[config.mk]
export PLATFORM = sky130hd
export DESIGN_NAME = scan_pacing_ctrl
export DESIGN_NICKNAME = d
export VERILOG_FILES = /design/src/scan_pkg.sv /design/src/scan_fifo.sv /design/src/scan_cgmem.sv /design/src/scan_pacing_ctrl.sv
export VERILOG_INCLUDE_DIRS = /design/src
export SDC_FILE = /design/constraint.sdc
export NUM_CORES = 1
export LEC_CHECK = 0
export BUFFER_PORTS_ARGS = -buffer_cell sky130_fd_sc_hd__buf_2
export CAP_MARGIN = 30
export CORE_UTILIZATION = 51
export DETAILED_ROUTE_END_ITERATION = 8
export PLACE_DENSITY = 0.81
export SLEW_MARGIN = 15
export SYNTH_ARGS = -nofsm -noshare
export SYNTH_HDL_FRONTEND = slang
export SYNTH_SLANG_ARGS = --single-unit
export TNS_END_PERCENT = 50
[constraint.sdc]
create_clock -name sys_clk -period 9.3 [get_ports sys_clk]
set_input_delay 0.465 -clock sys_clk [delete_from_list [all_inputs] [get_ports sys_clk]]
set_output_delay 0.465 -clock sys_clk [all_outputs]
set_load 0.01 [all_outputs]
[src/scan_defs.svh]
// register map, field positions, reset values and timing counts
`ifndef SCAN_DEFS_SVH
`define SCAN_DEFS_SVH

`define REG_CTRL 8'h00
`define REG_PACER 8'h04
`define REG_QLEN 8'h08
`define REG_STAT 8'h0C
`define REG_SWDATA 8'h10
`define REG_QBASE 2'h1

`define CTRL_HW 0
`define CTRL_START 1
`define CTRL_STOP 2
`define CTRL_BURST 3
`define CTRL_EXTCLK 4
`define CTRL_TRIGEN 5
`define CTRL_TRIGLO 6
`define CTRL_SWCONV 8

`define STAT_RUN 0
`define STAT_ARMED 1
`define STAT_OVR 2
`define STAT_SWBUSY 3
`define STAT_SWVALID 4
`define STAT_LVLLO 8

`define EXT_START_EVENT_PIN_RISE 2'h0
`define EXT_START_EVENT_PIN_FALL 2'h1
`define EXT_START_EVENT_PIN_HIGH 2'h2
`define EXT_START_EVENT_PIN_LOW 2'h3

`define PACER_RST 32'h0000_0190
`define SYS_CLK_MHZ 200
`define BURST_NS 2000
`define BURST_CYC ((`BURST_NS * `SYS_CLK_MHZ + 999) / 1000)
`define MAX_AGG_KSPS 500
`define MIN_SAMPLE_CYC \
  ((`SYS_CLK_MHZ * 1000 + `MAX_AGG_KSPS - 1) / `MAX_AGG_KSPS)
`define BLINK_MS 50
`define BLINK_CYC_DEF (`BLINK_MS * `SYS_CLK_MHZ * 1000)

`endif

[src/scan_pkg.sv]
// shared types of the scan pacing block
`default_nettype none
package scan_pkg;
  typedef enum logic [2:0] {
    ST_IDLE = 3'b000,
    ST_ARMED = 3'b001,
    ST_WAIT = 3'b010,
    ST_CONV = 3'b011,
    ST_GAP = 3'b100,
    ST_SWCONV = 3'b101
  } seq_state_t;

  // one channel-gain list element
  typedef struct packed {
    logic [1:0] range;
    logic diff;
    logic [3:0] chan;
  } cg_entry_t;

  typedef struct packed {
    logic [7:0] paddr;
    logic pwrite;
    logic [31:0] pwdata;
    logic psel;
    logic penable;
  } apb_req_t;

  typedef struct packed {
    logic done;
    logic [15:0] data;
  } adc_res_t;

  typedef struct packed {
    logic [1:0] trigMode;
    logic trigEn;
    logic extClk;
    logic burst;
    logic hw;
  } ctrl_t;
endpackage
`default_nettype wire

[src/scan_fifo.sv]
// sample fifo between the sequencer and the host drain port
`timescale 1ns/100ps
`default_nettype none
module scan_fifo #(
  parameter int W = 16,
  parameter int D = 4
) (
  input wire logic sys_clk,
  input wire logic rst,
  input wire logic inValid,
  output logic inReady,
  input wire logic [W-1:0] inData,
  output logic outValid,
  input wire logic outReady,
  output logic [W-1:0] outData,
  output logic [$clog2(D+1)-1:0] level
);
  localparam int AW = $clog2(D);
  localparam int CW = $clog2(D+1);
  typedef struct packed {
    logic [D-1:0][W-1:0] mem;
    logic [AW-1:0] rp;
    logic [AW-1:0] wp;
    logic [CW-1:0] cnt;
  } fifo_state_t;
  fifo_state_t s, next_s;
  logic push, pop;

  // handshakes straight from the occupancy count
  assign inReady = s.cnt != CW'(D);
  assign outValid = s.cnt != '0;
  assign outData = s.mem[s.rp];
  assign level = s.cnt;
  assign push = inValid & inReady;
  assign pop = outValid & outReady;

  // pointer and count update
  always_comb begin
    next_s = s;
    if (push) begin
      next_s.mem[s.wp] = inData;
      next_s.wp = s.wp + 1'b1;
    end
    if (pop) begin
      next_s.rp = s.rp + 1'b1;
    end
    if (push && !pop) begin
      next_s.cnt = s.cnt + 1'b1;
    end else if (pop && !push) begin
      next_s.cnt = s.cnt - 1'b1;
    end
  end

  always_ff @(posedge sys_clk) begin
    if (rst) begin
      s <= '0;
    end else begin
      s <= next_s;
    end
  end
endmodule
`default_nettype wire

[src/scan_cgmem.sv]
// channel-gain list memory, one write port and two registered read ports
`timescale 1ns/100ps
`default_nettype none
module scan_cgmem #(
  parameter int N = 16
) (
  input wire logic sys_clk,
  input wire logic rst,
  input wire logic wrEn,
  input wire logic [$clog2(N)-1:0] wrAddr,
  input wire scan_pkg::cg_entry_t wrData,
  input wire logic [$clog2(N)-1:0] rdAddrA,
  output scan_pkg::cg_entry_t rdDataA,
  input wire logic [$clog2(N)-1:0] rdAddrB,
  output scan_pkg::cg_entry_t rdDataB
);
  import scan_pkg::*;
  typedef struct packed {
    cg_entry_t [N-1:0] mem;
    cg_entry_t rdA;
    cg_entry_t rdB;
  } mem_state_t;
  mem_state_t s, next_s;

  assign rdDataA = s.rdA;
  assign rdDataB = s.rdB;

  // write and both reads land on the same edge
  always_comb begin
    next_s = s;
    next_s.rdA = s.mem[rdAddrA];
    next_s.rdB = s.mem[rdAddrB];
    if (wrEn) begin
      next_s.mem[wrAddr] = wrData;
    end
  end

  always_ff @(posedge sys_clk) begin
    if (rst) begin
      s <= '0;
    end else begin
      s <= next_s;
    end
  end
endmodule
`default_nettype wire

[src/scan_pacing_ctrl.sv]
// analog scan pacing control: apb registers, pacer, sequencer, leds
//
// Function
// - software mode: one conversion per command, result held until read
// - hardware mode scans list continuously into the fifo until stopped
// - fifo drains to host in blocks; host must keep draining
// - scan starts on start command or on external trigger when enabled
// - internal pacer period clamped so aggregate rate stays within 500 kS/s
// - burst: one pacer tick samples all list channels back to back
// - burst: channel samples inside a scan spaced exactly 2 us
// - no burst: every sample waits for its own pacer tick
// - pacer source selectable internal or external clock input
// - external pacer clock forces burst timing
// - activity led blinks during host transfers, off otherwise
// - status led on once host has configured the device
// - after lost link status led stays off until reconnection
// - pacer clock out repeats external clock, else internal scan clock
// - scan follows a list of up to 16 channel, mode, range entries
// - trigger edge or level, either polarity, rising edge after reset
`timescale 1ns/100ps
`default_nettype none
`include "scan_defs.svh"
module scan_pacing_ctrl #(
  parameter int FIFO_W = 16,
  parameter int FIFO_D = 4,
  parameter int BLOCK_WORDS = 2,
  parameter int BLINK_CYC = `BLINK_CYC_DEF
) (
  input wire logic sys_clk,
  input wire logic rst,
  input wire scan_pkg::apb_req_t apbReq,
  output logic [31:0] prdata,
  output logic pready,
  output logic pslverr,
  output logic adcStart,
  output scan_pkg::cg_entry_t adcCfg,
  input wire scan_pkg::adc_res_t adcResult,
  output logic xferValid,
  input wire logic xferReady,
  output logic [FIFO_W-1:0] xferData,
  output logic xferBlock,
  input wire logic ext_pacer_clock_in,
  input wire logic ext_start_event_pin,
  output logic pacer_clock_out,
  input wire logic usbAttached,
  input wire logic usbConfigured,
  output logic statusLed,
  output logic actLed
);
  import scan_pkg::*;
  localparam int LW = $clog2(FIFO_D+1);
  localparam logic [31:0] ACT_CYC = 32'(2 * BLINK_CYC);

  typedef struct packed {
    seq_state_t st;
    logic issued;
    logic [3:0] idx;
    ctrl_t ctrl;
    logic [31:0] period;
    logic [3:0] qlen;
    logic overrun;
    logic swValid;
    logic [15:0] swData;
    logic adcStart;
    cg_entry_t cfg;
    logic [31:0] pcnt;
    logic [15:0] gcnt;
    logic [2:0] trgSync;
    logic trgStable;
    logic [2:0] clkSync;
    logic clkStable;
    logic pacerOut;
    logic [31:0] rdata;
    logic slvErr;
    logic qWait;
    logic [31:0] actWin;
    logic [31:0] blinkCnt;
    logic actLed;
    logic lost;
    logic statusLed;
  } ctrl_state_t;
  ctrl_state_t s, next_s;

  logic setup, access, done, wrDone, startW, stopW, swConvW;
  logic burstEff, running, intTick, tick, clkRise, trigFire, xferFire;
  logic fifoReady, fifoPush;
  logic [LW-1:0] fifoLevel;
  logic [31:0] minPer, effPer;
  cg_entry_t memRdA, memRdB;

  // queue entries sit in the 0x40..0x7C window
  function automatic logic isQueue(input logic [7:0] a);
    return a[7:6] == `REG_QBASE;
  endfunction

  function automatic logic isMapped(input logic [7:0] a);
    return isQueue(a) || a == `REG_CTRL || a == `REG_PACER ||
      a == `REG_QLEN || a == `REG_STAT || a == `REG_SWDATA;
  endfunction

  // stable-level change seen once second and third stages agree
  function automatic logic filtEdge(input logic [2:0] sy, input logic st,
                                    input logic want);
    return (sy[1] == sy[2]) && (sy[2] != st) && (sy[2] == want);
  endfunction

  // apb phase decode; queue reads take one wait state
  assign setup = apbReq.psel & ~apbReq.penable;
  assign access = apbReq.psel & apbReq.penable;
  assign pready = ~(access & isQueue(apbReq.paddr) & ~apbReq.pwrite &
    ~s.qWait);
  assign done = access & pready;
  assign wrDone = done & apbReq.pwrite & isMapped(apbReq.paddr);
  assign startW = wrDone & (apbReq.paddr == `REG_CTRL) &
    apbReq.pwdata[`CTRL_START];
  assign stopW = wrDone & (apbReq.paddr == `REG_CTRL) &
    apbReq.pwdata[`CTRL_STOP];
  assign swConvW = wrDone & (apbReq.paddr == `REG_CTRL) &
    apbReq.pwdata[`CTRL_SWCONV];
  assign prdata = s.rdata;
  assign pslverr = s.slvErr;

  // pacer: period clamp and tick source
  assign burstEff = s.ctrl.burst | s.ctrl.extClk;
  assign minPer = burstEff ? ({28'h0, s.qlen} + 32'h1) * 32'(`BURST_CYC)
    : 32'(`MIN_SAMPLE_CYC);
  assign effPer = (s.period < minPer) ? minPer : s.period;
  assign running = s.st == ST_WAIT || s.st == ST_CONV || s.st == ST_GAP;
  assign intTick = running & ~s.ctrl.extClk & (s.pcnt >= effPer - 32'h1);
  assign clkRise = filtEdge(s.clkSync, s.clkStable, 1'b1);
  assign tick = s.ctrl.extClk ? (running & clkRise) : intTick;

  // start trigger qualification
  always_comb begin
    unique case (s.ctrl.trigMode)
      `EXT_START_EVENT_PIN_RISE: trigFire = filtEdge(s.trgSync, s.trgStable, 1'b1);
      `EXT_START_EVENT_PIN_FALL: trigFire = filtEdge(s.trgSync, s.trgStable, 1'b0);
      `EXT_START_EVENT_PIN_HIGH: trigFire = s.trgStable;
      `EXT_START_EVENT_PIN_LOW: trigFire = ~s.trgStable;
    endcase
  end

  // sample path into the fifo and host drain side
  assign fifoPush = s.st == ST_CONV && s.issued && adcResult.done;
  assign xferFire = xferValid & xferReady;
  assign xferBlock = (fifoLevel >= LW'(BLOCK_WORDS)) ||
    (xferValid && !running);
  assign adcStart = s.adcStart;
  assign adcCfg = s.cfg;
  assign pacer_clock_out = s.pacerOut;
  assign statusLed = s.statusLed;
  assign actLed = s.actLed;

  scan_fifo #(.W(FIFO_W), .D(FIFO_D)) u_fifo (
    .sys_clk(sys_clk),
    .rst(rst),
    .inValid(fifoPush),
    .inReady(fifoReady),
    .inData(adcResult.data),
    .outValid(xferValid),
    .outReady(xferReady),
    .outData(xferData),
    .level(fifoLevel)
  );

  scan_cgmem #(.N(16)) u_cgmem (
    .sys_clk(sys_clk),
    .rst(rst),
    .wrEn(wrDone & isQueue(apbReq.paddr)),
    .wrAddr(apbReq.paddr[5:2]),
    .wrData(apbReq.pwdata[6:0]),
    .rdAddrA(apbReq.paddr[5:2]),
    .rdDataA(memRdA),
    .rdAddrB(next_s.idx),
    .rdDataB(memRdB)
  );

  // whole next state of the block
  always_comb begin
    next_s = s;
    next_s.adcStart = 1'b0;
    // pin synchronisers and filtered levels
    next_s.trgSync = {s.trgSync[1:0], ext_start_event_pin};
    next_s.clkSync = {s.clkSync[1:0], ext_pacer_clock_in};
    if (s.trgSync[1] == s.trgSync[2]) next_s.trgStable = s.trgSync[2];
    if (s.clkSync[1] == s.clkSync[2]) next_s.clkStable = s.clkSync[2];
    next_s.pacerOut = s.ctrl.extClk ? s.clkStable : intTick;
    next_s.pcnt = (!running || intTick) ? 32'h0 : s.pcnt + 32'h1;
    next_s.gcnt = s.gcnt + 16'h1;
    // apb read capture and register writes
    if (setup) begin
      next_s.slvErr = !isMapped(apbReq.paddr);
      next_s.rdata = 32'h0;
      unique case (apbReq.paddr)
        `REG_CTRL: begin
          next_s.rdata[`CTRL_HW] = s.ctrl.hw;
          next_s.rdata[`CTRL_BURST] = s.ctrl.burst;
          next_s.rdata[`CTRL_EXTCLK] = s.ctrl.extClk;
          next_s.rdata[`CTRL_TRIGEN] = s.ctrl.trigEn;
          next_s.rdata[`CTRL_TRIGLO +: 2] = s.ctrl.trigMode;
        end
        `REG_PACER: next_s.rdata = s.period;
        `REG_QLEN: next_s.rdata[3:0] = s.qlen;
        `REG_STAT: begin
          next_s.rdata[`STAT_RUN] = running;
          next_s.rdata[`STAT_ARMED] = s.st == ST_ARMED;
          next_s.rdata[`STAT_OVR] = s.overrun;
          next_s.rdata[`STAT_SWBUSY] = s.st == ST_SWCONV;
          next_s.rdata[`STAT_SWVALID] = s.swValid;
          next_s.rdata[`STAT_LVLLO +: LW] = fifoLevel;
        end
        `REG_SWDATA: next_s.rdata[15:0] = s.swData;
        default: next_s.rdata = 32'h0;
      endcase
    end
    if (access && isQueue(apbReq.paddr) && !apbReq.pwrite && !s.qWait) begin
      next_s.qWait = 1'b1;
      next_s.rdata = {25'h0, memRdA};
    end
    if (done) next_s.qWait = 1'b0;
    if (wrDone && apbReq.paddr == `REG_CTRL) begin
      next_s.ctrl.hw = apbReq.pwdata[`CTRL_HW];
      next_s.ctrl.burst = apbReq.pwdata[`CTRL_BURST];
      next_s.ctrl.extClk = apbReq.pwdata[`CTRL_EXTCLK];
      next_s.ctrl.trigEn = apbReq.pwdata[`CTRL_TRIGEN];
      next_s.ctrl.trigMode = apbReq.pwdata[`CTRL_TRIGLO +: 2];
    end
    if (wrDone && apbReq.paddr == `REG_PACER) next_s.period = apbReq.pwdata;
    if (wrDone && apbReq.paddr == `REG_QLEN) begin
      next_s.qlen = apbReq.pwdata[3:0];
    end
    if (wrDone && apbReq.paddr == `REG_STAT && apbReq.pwdata[`STAT_OVR]) begin
      next_s.overrun = 1'b0;
    end
    if (done && !apbReq.pwrite && apbReq.paddr == `REG_SWDATA) begin
      next_s.swValid = 1'b0;
    end
    // sequencer
    unique case (s.st)
      ST_IDLE: begin
        next_s.idx = 4'h0;
        if (startW && next_s.ctrl.hw) begin
          next_s.st = next_s.ctrl.trigEn ? ST_ARMED : ST_WAIT;
        end else if (swConvW && !next_s.ctrl.hw) begin
          next_s.st = ST_SWCONV;
          next_s.issued = 1'b0;
        end
      end
      ST_ARMED: begin
        if (trigFire) next_s.st = ST_WAIT;
      end
      ST_WAIT: begin
        if (tick) begin
          next_s.st = ST_CONV;
          next_s.issued = 1'b0;
        end
      end
      ST_CONV, ST_SWCONV: begin
        if (!s.issued) begin
          next_s.adcStart = 1'b1;
          next_s.cfg = memRdB;
          next_s.issued = 1'b1;
          next_s.gcnt = 16'h0;
        end else if (adcResult.done) begin
          if (s.st == ST_SWCONV) begin
            next_s.swData = adcResult.data;
            next_s.swValid = 1'b1;
            next_s.st = ST_IDLE;
          end else if (!fifoReady) begin
            next_s.overrun = 1'b1;
            next_s.st = ST_IDLE;
          end else if (s.idx == s.qlen) begin
            next_s.idx = 4'h0;
            next_s.st = ST_WAIT;
          end else begin
            next_s.idx = s.idx + 4'h1;
            next_s.st = burstEff ? ST_GAP : ST_WAIT;
          end
        end
      end
      ST_GAP: begin
        if (s.gcnt >= 16'(`BURST_CYC - 2)) begin
          next_s.st = ST_CONV;
          next_s.issued = 1'b0;
        end
      end
      default: next_s.st = ST_IDLE;
    endcase
    if (stopW && s.st != ST_SWCONV) next_s.st = ST_IDLE;
    // activity window and blink
    if (xferFire) next_s.actWin = ACT_CYC;
    else if (s.actWin != 32'h0) next_s.actWin = s.actWin - 32'h1;
    if (next_s.actWin == 32'h0) begin
      next_s.actLed = 1'b0;
      next_s.blinkCnt = 32'h0;
    end else if (s.actWin == 32'h0) begin
      next_s.actLed = 1'b1;
    end else if (s.blinkCnt >= 32'(BLINK_CYC) - 32'h1) begin
      next_s.actLed = ~s.actLed;
      next_s.blinkCnt = 32'h0;
    end else begin
      next_s.blinkCnt = s.blinkCnt + 32'h1;
    end
    // status led follows configuration, latched off on a lost link
    if (!usbAttached) next_s.lost = 1'b0;
    else if (s.statusLed && !usbConfigured) next_s.lost = 1'b1;
    next_s.statusLed = usbAttached & usbConfigured & ~next_s.lost;
  end

  always_ff @(posedge sys_clk) begin
    if (rst) begin
      s <= '0;
      s.period <= `PACER_RST;
    end else begin
      s <= next_s;
    end
  end

  // helpers for the checks below
  logic viaGap;
  logic [15:0] sinceStart;
  always_ff @(posedge sys_clk) begin
    if (rst) begin
      viaGap <= 1'b0;
      sinceStart <= 16'h0;
    end else begin
      if (s.st == ST_GAP && next_s.st == ST_CONV) viaGap <= 1'b1;
      else if (s.adcStart) viaGap <= 1'b0;
      sinceStart <= s.adcStart ? 16'h1 : sinceStart + 16'h1;
    end
  end
endmodule
`default_nettype wire

# After elaboration in Yosys (flattened, before gate mapping)

Cells that the tools add are included.

Logic and storage cells: 311
Flip-flop bits (word level): 431
Input port bits: 67

Order comparisons: 11
Bitwise operators: 32
$mul: 1
Equality and inequality tests: 28
Multiplexer cells: 69
Add/sub/neg operators: 11
Reductions and logical operators: 65

Operators by type and width:

| operator                                                                              | number |
|---|---|
| 32-bit 2-to-1 mux                                                                     | 4 |
| 112-bit bitwise mux                                                                   | 1 |
| 16-bit 2-to-1 mux                                                                     | 5 |
| 32-bit by 1-bit adder with 32-bit output, second input constant                       | 2 |
| 64-bit bitwise mux                                                                    | 1 |
| 32-bit logical NOT                                                                    | 2 |
| 32-bit by 1-bit subtractor with 32-bit output, second input constant                  | 2 |
| 7-bit binary-select mux with 4-bit select                                             | 2 |
| 18-bit 2-to-1 mux                                                                     | 2 |
| 4-bit 2-to-1 mux                                                                      | 9 |
| 16-bit binary-select mux with 2-bit select                                            | 1 |
| 16-bit demux with 2-bit select                                                        | 1 |
| 32-bit by 24-bit greater-or-equal comparator with 1-bit output, second input constant | 1 |
| 32-bit greater-or-equal comparator                                                    | 1 |
| 32-bit by 14-bit less-than comparator with 1-bit output                               | 1 |
| 32-bit nonzero test                                                                   | 1 |
| 3-bit 2-to-1 mux                                                                      | 10 |
| 7-bit demux with 4-bit select                                                         | 1 |
| 7-bit 2-to-1 mux                                                                      | 4 |
| 1-bit logical AND                                                                     | 26 |
| 26-bit 2-to-1 mux                                                                     | 1 |
| 1-bit bitwise AND                                                                     | 20 |
| 3-bit one-hot mux with 3 select lines                                                 | 2 |
| 17-bit 2-to-1 mux                                                                     | 1 |
| other kinds (51)                                                                      | 116 |

# Depth between registers and ports, before layout

Word-level depth: 16
Depth in mapped cells: 39

# Cells and area by module

From an unflattened synthesis, not the netlist that was laid out.

Cell total of the unflattened synthesis: 2468
Area, all modules: 22823.1 um2

By module, submodules not included:

| module           | cells each | instances | area each (um2) |
|---|---|---|---|
| scan_pacing_ctrl | 1605       | 1         | 13118.8 |
| scan_cgmem       | 571        | 1         | 6352.3 |
| scan_fifo        | 292        | 1         | 3352.0 |

# Worst setup path before layout

No wires, ideal clock.

Path kind: reg-to-reg
From: register s[184] in the netlist's numbering
To: register s[149] in the netlist's numbering
Arrival time: 7402 ps
Stages on the path, launching flop included: 36
Buffers on the path: 5
Slack: 1770 ps
Period minus slack after synthesis: 7530 ps
Cells stage by stage: dfxtp_1 clkbuf_1 inv_1 ha_1 inv_1 ha_1 ha_1 inv_1 fa_1 nor2_1 inv_1 ha_1 a21o_1 a21o_1 a2111oi_0 a21oi_1 or2_0 buf_2 clkbuf_1 nand2_1 ha_1 nand2_1 or4_1 mux2_2 xor2_1 ha_1 nand2_1 nor3_1 o2111ai_1 a31oi_1 o21ai_0 a21oi_1 or3_1 clkbuf_1 clkbuf_1 nor2_1

Cells in the longest elaborated chain, start to end: 10

RTL lines:

| item                                                    | RTL line                | source |
|---|---|---|
| start, declared                                         | scan_pacing_ctrl.sv:82  | `ctrl_state_t s, next_s;` |
| start signal, assigned                                  | scan_pacing_ctrl.sv:315 | `s <= next_s;` |
| 4-bit by 1-bit adder with 5-bit output (*)              | scan_pacing_ctrl.sv:125 | `` assign minPer = burstEff ? ({28'h0, s.qlen} + 32'h1) * 32'(`BURST_CYC) `` |
| 5-bit by 5-bit multiplier with 10-bit output (*)        | scan_pacing_ctrl.sv:125 |  |
| 14-bit 2-to-1 mux (*)                                   | scan_pacing_ctrl.sv:125 |  |
| 32-bit by 14-bit less-than comparator with 1-bit output | scan_pacing_ctrl.sv:127 | `assign effPer = (s.period < minPer) ? minPer : s.period;` |
| 32-bit 2-to-1 mux (*)                                   | scan_pacing_ctrl.sv:127 |  |
| 32-bit by 1-bit subtractor with 32-bit output (*)       | scan_pacing_ctrl.sv:129 | `assign intTick = running & ~s.ctrl.extClk & (s.pcnt >= effPer - 32'h1);` |
| 32-bit greater-or-equal comparator (*)                  | scan_pacing_ctrl.sv:129 |  |
| 1-bit bitwise AND (*)                                   | scan_pacing_ctrl.sv:129 |  |
| 1-bit logical OR (*)                                    | scan_pacing_ctrl.sv:188 | `next_s.pcnt = (!running \|\| intTick) ? 32'h0 : s.pcnt + 32'h1;` |
| 2-bit OR reduction (no line) (*)                        | -                       |  |

Every way passes the cells marked *; elsewhere a longest branch is shown, timed or not.
A chain may end at the register's enable or synchronous reset.

# Final worst setup path

From: register s[184] in the netlist's numbering
To: register s[155] in the netlist's numbering

Same word-level chain as after synthesis.

==> metrics.md <==
| Metric | Value |
|---|---|
| Area grow syn2layout | 11.35% |
| Rel. slew slack | 35.48% |
| Highest-delay cell along the critical path | dfxtp_1 |
| Top cell type's share of synthesized area | 39.29% |
| Ys async rst share | 0% |
| First-pass GRT wire length | 95.69 mm |
| Via count | 19150 |
| I/O pin cnt | 130 |
| Synth area leader | dfxtp_1 |
| Crit Path Max Fanout | 32 |
| CTS Buf Count | 47 |
| Max-Cap Viols | 0 |
| Detailed Place HPWL | 40.96 mm |
| Overflow after GRT | 0 |
| Delay-heaviest family, CP | adder cells |
| WP data arrival | 8650 ps |
| Sequential area share after synthesis | 39.29% |
| Top cells by area, synth | dfxtp_1 (39%), mux4_2 (8.2%), nand2_1 (6.7%) |
| Initial DRC count | 1900 |
| Synth warnings | 0 |
| Worst hold path class | in2reg |
| Number of flops mapped to enable cells by yosys | 0 |
| Met3 GRT Util | 5.955% |
| Drt pass-1 iters | 8 |
| Deepest clock path buffer count | 3 |
| Met1 Use GR | 34.72% |
| Critical Path RT | 9780 ps |
| Final min period | 8174 ps |
| Crit-path max cell delay | 520 ps |
| Hold Vio Cnt, Final | 0 |
| Routed len/inst | 19.16 microns |
| Detail Route Antenna Nets | 0 |
| Core area | 42230 sq um |
| RSZ-0062 raised after global routing | no |
| Post-DP Area | 22670 sq um |
| Layout cell share with drive strength beyond 1 | 13.79% |
| Post-Syn Instances | 2527 |
| Gr usage total | 27.01% |
| Unique masters post-synth | 79 |
| Post-Syn Area | 21960 sq um |
| # port buffers | 129 |
| Initial antenna violation count | 6 |
| Post-CTS sizing | 0 |
| Overall routed net length | 59.84 mm |
| Fin area | 24460 sq um |
| Avg Inst Size Synth | 8.691 sq um |
| Worst Hold Slack | 84.56 ps |
| Layer with the highest usage | met2 |
| Mapped Nets | 2666 |
| Chip Height | 209.5 microns |
| Setup bufs post-CTS | 0 |
| Maximum VDD drop | 0.0001667 V |
| Pin slew with the least headroom to its limit | 964.3 ps |
| Initial core utilization | 52.01% |
| Met2 GRT Util | 44.26% |
| Hold Startpoint | ext_start_event_pin |
| Flop and latch count out of synthesis | 431 |
| P_leak | 9.106 nW |
| CP Launch Type | flop |
| DIE WIDTH | 209.5 microns |
| CTS Hold Bufs | 0 |
| Post-layout nets | 2682 |
| Crit share post-route | 87.89% |
| Crit end category | flop |
| Vias/cell | 6.133 |
| Clock Sinks | 431 |
| Most common cell on crit path | ha_1 |
| Site Rows | 75 |
| RR Startpoint | s[184]$_SDFFE_PP0P_ |
| Top FF cell, synth | dfxtp_1 |
| H-tree depth | 2 |
| Die area | 43900 sq um |
| Final setup violation count | 0 |
| PD cells | 210.8 nW/um^2 |
| Outcome | completed |
| Largest net degree at the start of global routing | 98 |
| Max Clock Freq | 122.3 MHz |
| Clk_lat worst skew | 600 ps |
| Pins Over Slew Limit | 0 |
| Vias in the first global route | 18380 |
| Setup TNS | 0 ps |
| Clk_skew | 31.52 ps |
| CTS tree | built |
| Clock-pin slew on the worst setup and hold paths | 60 ps |
| RePlAce Congestion | 0.9571 |
| Critical Path Start | s[184]$_SDFFE_PP0P_ |
| Bufs and invs on worst path | 3 |
| Setup CP Type | reg2reg |
| DRC viols | 0 |
| Root Buffer | clkbuf_16 |
logic make-up (layout without fill, tap and decap cells):
kind of cell    after synthesis  count (layout)  synth area share (%)
mux                         187             187                 13.10
buf+inv                     229             284                 4.672
other cells                   0               2                     0
simple gates               1063            1063                 22.23
xor+xnor                    114             114                 4.546
flops                       431             431                 39.29
compound gates              431             431                 12.00
fa+ha+maj                    72              72                 4.170
flip-flops by register name (all words and copies together) (netlist names):
register,cells
s,186
u_cgmem.s,112
u_fifo.s,68
prdata,32
adcCfg,7
u_cgmem.rdDataA,7
u_cgmem.rdDataB,7
next_s,4
u_fifo.level,3
actLed,1
adcStart,1
pacer_clock_out,1
pslverr,1
statusLed,1
final timing paths:
kind / slack [ps] / cells past startpoint / endpoint
setup / recovery: 1130 / 31 / s[155]$_SDFF_PP0_
hold / removal: 80 / 2 / next_s[108]$_SDFF_PP0_
setup reg to reg: 1130 / 31 / s[155]$_SDFF_PP0_
hold reg to reg: 430 / 1 / statusLed$_SDFF_PP0_
synth_stat cells, drive strengths merged (32+ instances only):
cell type,number
clkbuf,130
mux2i,104
nor2b,32
buf,63
xor2,61
o21ai,53
nor3,53
nor2,295
ha,70
nand2,390
xnor2,53
inv,36
nand3,99
mux4,80
a21oi,226
dfxtp,431
layout by cell type (no fill, tap or decap), types with 36 or more instances in the layout:
master     netlist  routed
a21oi_1        225     225
buf_2           10     129
clkbuf_16        0      48
dfxtp_1        431     431
ha_1            70      70
inv_1           36      36
mux2i_1        104     104
mux4_2          80      80
nand2_1        390     390
nand3_1         99      99
nor2_1         295     295
nor3_1          53      50
o21ai_0         52      52
xnor2_1         53      53
xor2_1          61      61
final cells by class:
type,instances,area (sq um)
clock buffer,60,1336
tap,539,674.4
timing repair buffer,160,915.9
clock inverter,28,425.4
inverter,36,135.1
multi-input combinational,1867,12340
antenna,2,5.005
sequential,431,8628
fill,3535,17770
metal layers:
layer,routed length [microns],vias to the layer above
li1,-,8890
met1,24090,9206
met2,28000,913
met3,5559,143
met4,2168,2
met5,17,-
where the power goes:
part	internal [W]	switching, W
clock network	0.00128	0.000808
registers	0.00193	0.000111
logic	0.000376	0.000653
total	0.00358	0.00157
worst register-to-register path, delay by kind of cell, from the launching register on:
family          cells  cell delay, ps
fa+ha+maj           7            2240
flops               1             520
xor+xnor            2             540
mux                 1             390
buf+inv             3             520
simple gates       10            2070
compound gates      8            1810
per-stage QoR:
step / total power, W / utilization [%] / cells / worst slack [ps]
2_1_floorplan: 0.002793 / - / 2527 / 1770
3_3_place_gp: 0.003038 / 53.56 / 3027 / 1562
3_5_place_dp: 0.003070 / 53.69 / 3032 / 1330
4_1_cts: 0.005151 / 57.87 / 3120 / 1257
5_1_grt: 0.005374 / 57.90 / 3121 / 447.2
6_report: 0.005155 / 57.91 / 3123 / 1126
Note: power is estimated with default switching activity, not from simulation.
